**src/common/ccs_pkg.sv**
```systemverilog
/*
 * Package for the CPU clock source switch: register offsets, field
 * positions, reset values, state types and the carrier structs.
 * Assumes a 32-bit APB register bus and one 10 MHz clock.
 */
package ccs_pkg;

	localparam int unsigned CLK_PERIOD_NS = 100;

	// Register byte offsets
	localparam logic [7:0] OFF_PCC  = 8'h00;
	localparam logic [7:0] OFF_MCM  = 8'h04;
	localparam logic [7:0] OFF_MOC  = 8'h08;
	localparam logic [7:0] OFF_STAT = 8'h0c;
	localparam logic [7:0] OFF_TSEL = 8'h10;
	localparam logic [7:0] OFF_STOP = 8'h14;
	localparam logic [7:0] OFF_MODE = 8'h18;

	// Field positions
	localparam int unsigned POS_MAIN_OSC_CONTROL = 7;
	localparam int unsigned POS_CPU_SUB_SELECT   = 4;
	localparam int unsigned POS_CRYSTAL_SRC_SEL  = 0;
	localparam int unsigned POS_MAIN_CLK_SEL_ST  = 1;
	localparam int unsigned POS_CRYSTAL_OSC_STOP = 7;
	localparam int unsigned POS_STOP_ENTER       = 0;

	// Stabilization status width and select reset value
	localparam int unsigned       STAB_BITS      = 5;
	localparam logic [2:0]        TSEL_RESET     = 3'h4;
	localparam logic [2:0]        TSEL_MAX       = 3'h4;
	// Base stabilization interval, first status bit; later ones grow by 4x
	localparam int unsigned       STAB_BASE_NS   = 1600;
	localparam int unsigned       STAB_BASE_CYC  = (STAB_BASE_NS + CLK_PERIOD_NS - 1) / CLK_PERIOD_NS;

	typedef enum logic [1:0] {SEL_RING, SEL_XTAL, SEL_SUB} ccs_src_e;
	typedef enum logic [1:0] {PM_RUN, PM_STOP, PM_WAIT} ccs_pm_e;

	typedef struct packed {
		logic        psel;
		logic        penable;
		logic        pwrite;
		logic [7:0]  paddr;
		logic [31:0] pwdata;
	} ccs_apb_req_s;

	typedef struct packed {
		logic [31:0] prdata;
		logic        pready;
		logic        pslverr;
	} ccs_apb_rsp_s;

	typedef struct packed {
		logic                  main_osc_control;
		logic                  cpu_sub_select;
		logic                  crystal_src_sel;
		logic                  main_clk_sel_st;
		logic                  crystal_osc_stop;
		logic [2:0]            tsel;
		logic [STAB_BITS-1:0]  stab;
		logic [15:0]           cnt;
		ccs_pm_e               pm;
		ccs_src_e              src;
		logic                  xtal_en;
		logic                  cpu_halt;
		ccs_apb_rsp_s          rsp;
	} ccs_state_s;

endpackage

```
**src/hdl/ccs_clock_switch.sv**
```systemverilog
/*
 * CPU clock source switch: selects ring oscillator, crystal or subsystem
 * clock for the CPU, gates the crystal, counts crystal stabilization after
 * stop release, with registers on APB.
 * Reset release waits for the crystal like a stop release.
 * Assumes inputs synchronous to pclk and an oscillator-started flag from
 * the crystal pad cell.
 */
// Contract
// - On subsystem clock the crystal stops via main oscillator control; stop bit ignored.
// - Stabilization status bits set in order from the first and stay set until stop entry or a crystal stop in run.
// - Stabilization counting stops at the programmed select time after stop release.
// - Stop release wait excludes time before oscillation starts, reset or interrupt.
`timescale 1ns/1ns
`default_nettype none
module ccs_clock_switch
	import ccs_pkg::*;
#(
	parameter int unsigned STAB_BASE = STAB_BASE_CYC
)(
	input  wire logic         pclk,
	input  wire logic         presetn,
	input  wire logic         ce,
	input  wire logic         psel,
	input  wire logic         penable,
	input  wire logic         pwrite,
	input  wire logic [7:0]   paddr,
	input  wire logic [31:0]  pwdata,
	output logic      [31:0]  prdata,
	output logic              pready,
	output logic              pslverr,
	input  wire logic         osc_started,
	input  wire logic         wake_irq,
	output ccs_src_e          cpu_clk_src,
	output logic              xtal_osc_en,
	output logic              cpu_halted
);

	// A zero base would give every status bit the same threshold
	if (STAB_BASE < 1)
	begin
		$error("STAB_BASE must be at least one cycle");
	end
	// Top threshold must fit the 16-bit counter
	if ((STAB_BASE << (2 * (STAB_BITS - 1))) > 32'h0000_ffff)
	begin
		$error("STAB_BASE too large for the 16-bit counter");
	end
	// Select clamp must stay inside the status width
	if (TSEL_MAX >= STAB_BITS)
	begin
		$error("TSEL_MAX outside the status width");
	end

	ccs_apb_req_s req;
	ccs_state_s   st_reg;
	ccs_state_s   st_next;

	assign req = '{psel: psel, penable: penable, pwrite: pwrite, paddr: paddr, pwdata: pwdata};

	// Threshold of status bit idx: base times four to the idx, minus one
	function automatic logic [15:0] stab_limit(input logic [2:0] idx);
		stab_limit = 16'((STAB_BASE << (2 * int'(idx))) - 1);
	endfunction

	always_comb
	begin
		logic wr_ok;
		logic setup;
		logic xtal_stop_req;
		logic [2:0] lim_idx;
		logic [31:0] rd;
		logic [STAB_BITS-1:0] prev_set;

		wr_ok = 1'b0;
		setup = 1'b0;
		xtal_stop_req = 1'b0;
		lim_idx = 3'h0;
		rd = 32'h0000_0000;
		st_next = st_reg;
		// Bit i may only follow bit i-1; bit 0 has no predecessor
		prev_set = {st_reg.stab[STAB_BITS-2:0], 1'b1};

		// APB: pready one cycle into the access phase
		setup = req.psel && req.penable && !st_reg.rsp.pready;
		wr_ok = req.psel && req.penable && st_reg.rsp.pready && req.pwrite;
		st_next.rsp.pready = setup;
		st_next.rsp.pslverr = 1'b0;
		if (setup)
		begin
			case (req.paddr)
				OFF_PCC:
				begin
					rd[POS_MAIN_OSC_CONTROL] = st_reg.main_osc_control;
					rd[POS_CPU_SUB_SELECT] = st_reg.cpu_sub_select;
				end
				OFF_MCM:
				begin
					rd[POS_CRYSTAL_SRC_SEL] = st_reg.crystal_src_sel;
					rd[POS_MAIN_CLK_SEL_ST] = st_reg.main_clk_sel_st;
				end
				OFF_MOC:  rd[POS_CRYSTAL_OSC_STOP] = st_reg.crystal_osc_stop;
				OFF_STAT: rd[STAB_BITS-1:0] = st_reg.stab;
				OFF_TSEL: rd[2:0] = st_reg.tsel;
				OFF_STOP: rd = 32'h0000_0000;
				OFF_MODE: rd[1:0] = st_reg.src;
				default:  st_next.rsp.pslverr = 1'b1;
			endcase
			st_next.rsp.prdata = rd;
		end

		// Writes land at the edge that completes the transfer
		if (wr_ok)
		begin
			case (req.paddr)
				OFF_PCC:
				begin
					st_next.main_osc_control = req.pwdata[POS_MAIN_OSC_CONTROL];
					st_next.cpu_sub_select = req.pwdata[POS_CPU_SUB_SELECT];
				end
				OFF_MCM:  st_next.crystal_src_sel = req.pwdata[POS_CRYSTAL_SRC_SEL];
				OFF_MOC:  st_next.crystal_osc_stop = req.pwdata[POS_CRYSTAL_OSC_STOP];
				OFF_TSEL: st_next.tsel = (req.pwdata[2:0] > TSEL_MAX) ? TSEL_MAX : req.pwdata[2:0];
				OFF_STOP:
				begin
					if (req.pwdata[POS_STOP_ENTER])
						st_next.pm = PM_STOP;
				end
				default:  st_next.pm = st_next.pm;
			endcase
		end

		// Stop bit only counts when the CPU is off the subsystem clock
		xtal_stop_req = st_reg.cpu_sub_select ? st_reg.main_osc_control : st_reg.crystal_osc_stop;
		st_next.xtal_en = !xtal_stop_req && (st_reg.pm != PM_STOP);

		// Power mode sequencing: stop, stabilization wait, run
		case (st_reg.pm)
			PM_STOP:
			begin
				st_next.stab = '0;
				st_next.cnt = 16'h0000;
				if (wake_irq)
					st_next.pm = PM_WAIT;
			end
			PM_WAIT:
			begin
				lim_idx = st_reg.tsel;
				// Time before the oscillator starts is not counted
				if (osc_started && st_reg.xtal_en)
				begin
					if (st_reg.cnt != stab_limit(lim_idx))
						st_next.cnt = 16'(st_reg.cnt + 16'h0001);
					for (int i = 0; i < STAB_BITS; i++)
					begin
						// Thermometer: each bit needs the one before it
						if (i <= int'(lim_idx) && st_reg.cnt >= stab_limit(3'(i)) &&
							prev_set[i])
							st_next.stab[i] = 1'b1;
					end
					if (st_reg.stab[lim_idx])
						st_next.pm = PM_RUN;
				end
			end
			PM_RUN:
			begin
				// Crystal stopped in run: status and count clear to zero
				// Limitation: no recount in run; a restarted crystal needs a stop release
				if (!st_reg.xtal_en)
				begin
					st_next.stab = '0;
					st_next.cnt = 16'h0000;
				end
			end
			default: st_next.pm = PM_RUN;
		endcase

		// Crystal counts as selected only once stable and running
		st_next.main_clk_sel_st = st_reg.crystal_src_sel && st_reg.xtal_en &&
			st_reg.stab[st_reg.tsel] && (st_reg.pm == PM_RUN);

		// Subsystem select wins; crystal only once reported as selected
		if (st_reg.cpu_sub_select)
			st_next.src = SEL_SUB;
		else if (st_reg.main_clk_sel_st)
			st_next.src = SEL_XTAL;
		else
			st_next.src = SEL_RING;

		// Halt in stop, and in the stabilization wait while the CPU is still on the crystal
		st_next.cpu_halt = (st_next.pm == PM_STOP) ||
			(st_next.pm == PM_WAIT && st_reg.src == SEL_XTAL);
	end

	always_ff @(posedge pclk or negedge presetn)
	begin
		if (!presetn)
		begin
			// Reset release starts in the wait state, like a stop release
			st_reg <= '0;
			st_reg.tsel <= TSEL_RESET;
			st_reg.pm <= PM_WAIT;
			st_reg.src <= SEL_RING;
		end
		else if (ce)
			st_reg <= st_next;
	end

	// Every output is a register bit, nothing combinational
	assign prdata      = st_reg.rsp.prdata;
	assign pready      = st_reg.rsp.pready;
	assign pslverr     = st_reg.rsp.pslverr;
	assign cpu_clk_src = st_reg.src;
	assign xtal_osc_en = st_reg.xtal_en;
	assign cpu_halted  = st_reg.cpu_halt;

endmodule
`default_nettype wire
```
**config.mk**
```make
export PLATFORM = sky130hd
export DESIGN_NAME = ccs_clock_switch
export DESIGN_NICKNAME = d
export VERILOG_FILES = /design/src/common/ccs_pkg.sv /design/src/hdl/ccs_clock_switch.sv
export SDC_FILE = /design/constraint.sdc
export NUM_CORES = 1
export LEC_CHECK = 0
export BUFFER_PORTS_ARGS = -buffer_cell sky130_fd_sc_hd__buf_2
export CORE_ASPECT_RATIO = 0.75
export CORE_MARGIN = 10
export CORE_UTILIZATION = 35
export DETAILED_ROUTE_END_ITERATION = 8
export PLACE_DENSITY = 0.66
export SLEW_MARGIN = 20
export SYNTH_ARGS = -nofsm -noshare
export SYNTH_HDL_FRONTEND = slang
export SYNTH_SLANG_ARGS = --single-unit
export TNS_END_PERCENT = 50
```
**constraint.sdc**
```tcl
create_clock -name pclk -period 5.4 [get_ports pclk]
set_input_delay 0.27 -clock pclk [delete_from_list [all_inputs] [get_ports pclk]]
set_output_delay 0.27 -clock pclk [all_outputs]
set_load 0.03 [all_outputs]
```
==> qor.txt <==
chip height - 97.1 microns
max reg flops - 31
vias - 2,331
PnR Total Power - 689 uW
register area share after synthesis - 38.8%
Crit Path Class - reg -> reg
Clk pwr share - 29.8%
DRT iter0 DRCs - 225
internal power - 464 uW
most frequent cells in the layout - dfrtp_1 (41), o21ai_0 (34), buf_2 (32)
syn avg cell area - 8.46 sq um
Sum Neg Setup Slack - 0 ns
WL final - 6580 microns
min Tclk post-route - 2.74 ns
Clock Tree Root - clkbuf_8
switching share of power - 32.6%
post-synthesis register bit count - 43
status - complete, no violations
Worst Setup Start Kind - register
CP Max Fanout - 19
Setup violations, final - 0
Worst-path clk slew - 0.09 ns
Nets - 390
share of the synthesized area in the top cell type - 37.0%
Die X - 123 microns
Max clock buf depth - 2
Reg power frac - 52.4%
Arrival @ worst endpoint - 2.94 ns
I/O Pins - 86
Post-synth EDFFs - 0
CTS sink count - 43
TritonCTS clock tree - yes
hold bufs inserted after CTS - 0
Hold Crit Class - in -> async
CTS Buf Count - 5
layout cells sized above 1 - 15.5%
CTS HTree Levels - 2
Worst slew margin - 36.3%
Layout Area Growth over Synthesis - 4.73%
period utilisation layout - 50.8%
warnings from Yosys - 0
commonest non-fill, non-tap cell in the layout - dfrtp_1
Avg WL per Cell - 14.7 microns
row cnt - 28
Multi-input gate area - 0.00141 sq mm
core area - 0.00781 sq mm
CP endpoint kind - register
async set-or-reset flop fraction in the synthesized netlist - 100%
Synth Flop Type - dfrtp_1
P_leak - 1.27 nW
Yosys cell types - 49
Initial Utilization - 35.5%
fillers - 797
Critical path origin - st_reg[39]
# DRC - 0
Final HPWL DP - 4970 microns
vias per inst - 5.21
Setup Buffers After CTS - 0
max incr delay on CP - 0.63 ns
GRT overflow - 0
CP max stage cell - dfstp_2
die area - 0.0119 sq mm
vias in the first global route - 2,119
Max VDD drop - 0.000104 V
number of iterations in the first detailed-routing pass - 4
r2r startpoint - st_reg[39]
Final ANT Viol Nets - 0
fin util - 37.2%
Switching Power - 224 uW
Clock Skew - 0.00455 ns
register area - 0.00108 sq mm
combinational group share of total power - 17.8%
Synth Instances - 328
maximum number of pins on one net before global-route repair - 44
worst-margin pin slew - 0.955 ns
unrepaired setup endpoints after global routing - no
GRT Resource Usage Total - 10.7%
CP Data Required Time - 5.60 ns
Synth area leader - dfrtp_1
clock network latency to the later pin of the worst-skew pair - 0.30 ns
Post-CTS Resized - 0
synth top area cells - dfrtp_1 (37%), buf_4 (9.5%), o21ai_0 (6.1%), nor2_1 (3.4%), nand2_1 (3.0%)
Fmax - 365 MHz
crit path cell chain - nand4b_1 -> o21ai_0 -> and2_1 -> o31ai_4 -> or2_2 -> o41ai_1
Mapped Area - 0.00278 sq mm
port bufs - 32
antenna violations before repair - 1
maxcap violations - 0
n_diodes - 0
first-pass GRT wire length - 10,700 microns
Max Transition Viols Final - 0
PwrDens - 237 mW/mm^2
final hold violation count - 0
Placer Congestion - 0.818
worst max-delay path, delay by kind of cell (launching register included):
| kind | cells | cell delay [ns] |
|---|---|---|
| AOI/OAI and AO/OA | 3 | 0.70 |
| and+or+nand+nor | 3 | 1.31 |
| DFF | 1 | 0.63 |
power by group through the flow:
stage,Sequential [mW],Clock (mW),Combinational (mW)
after global routing,0.364,0.219,0.135
after detailed placement,0.366,0,0.122
final,0.361,0.205,0.123
after CTS,0.360,0.207,0.122
after global placement,0.366,0,0.120
after floorplan,0.363,0,0.102
cells in the mapped netlist, types with 3 or more instances:
cell type,number
nand3_1,13
nand4_1,5
nand4b_1,3
a21oi_1,16
o21ai_1,5
mux2_2,7
dfrtp_1,41
nand2b_1,11
nor2_1,25
or3_1,4
mux2i_1,6
buf_4,35
a31oi_1,6
or4_1,3
nor2b_1,4
inv_1,13
nand2_1,22
o21ai_0,34
and3_1,6
clkbuf_1,9
nor3_1,9
o31ai_1,8
buf_2,6
nor4_1,5
path summary, 6_finish.rpt:
kind,to,slack (ns),cells after the start
max reg2reg,st_reg[46],2.66,6
max in group asynchronous,st_reg[65],4.69,1
min in group pclk,st_reg[67],0.20,2
min reg2reg,cpu_halted,0.48,1
max,st_reg[46],2.66,6
min,st_reg[40],0.12,1
through the flow:
stage / worst slack [ns] / hold WS (ns) / std cells / cell area (sq um)
detailed placement: 2.68 / 0.463 / 439 / 2820
floorplan: 3.33 / -0.0256 / 353 / 2870
global route: 2.41 / 0.202 / 447 / 2910
CTS: 2.67 / 0.165 / 447 / 2910
global placement: 2.68 / 0.463 / 439 / 2820
finish: 2.66 / 0.121 / 447 / 2910
metal layers:
layer / track usage, % / share of wire [%]
met2: 15.0 / 43
met1: 15.5 / 49
met5: 0 / 0
met4: 3.25 / 1.1
met3: 2.85 / 7.4
area by class of cell:
cell class              instances  share of cell area, %
clock buffers                   5                   2.37
clock inverters                 3                  0.516
inverters                      13                   1.68
multi-input cells             246                   48.3
flip-flops and latches         43                   37.1
well taps                     105                   4.52
repair buffers                 32                   5.51
cells by family after synthesis:
kind of cell | Yosys count | share of synthesized area [%]
AOI/OAI and AO/OA | 88 | 19.5
other | 1 | 0.135
muxes | 13 | 5.00
DFF | 43 | 38.8
and+or+nand+nor | 118 | 22.1
adders and majority gates | 1 | 0.451
buffers and inverters | 64 | 13.9
Power figures use the tool's default switching activity.
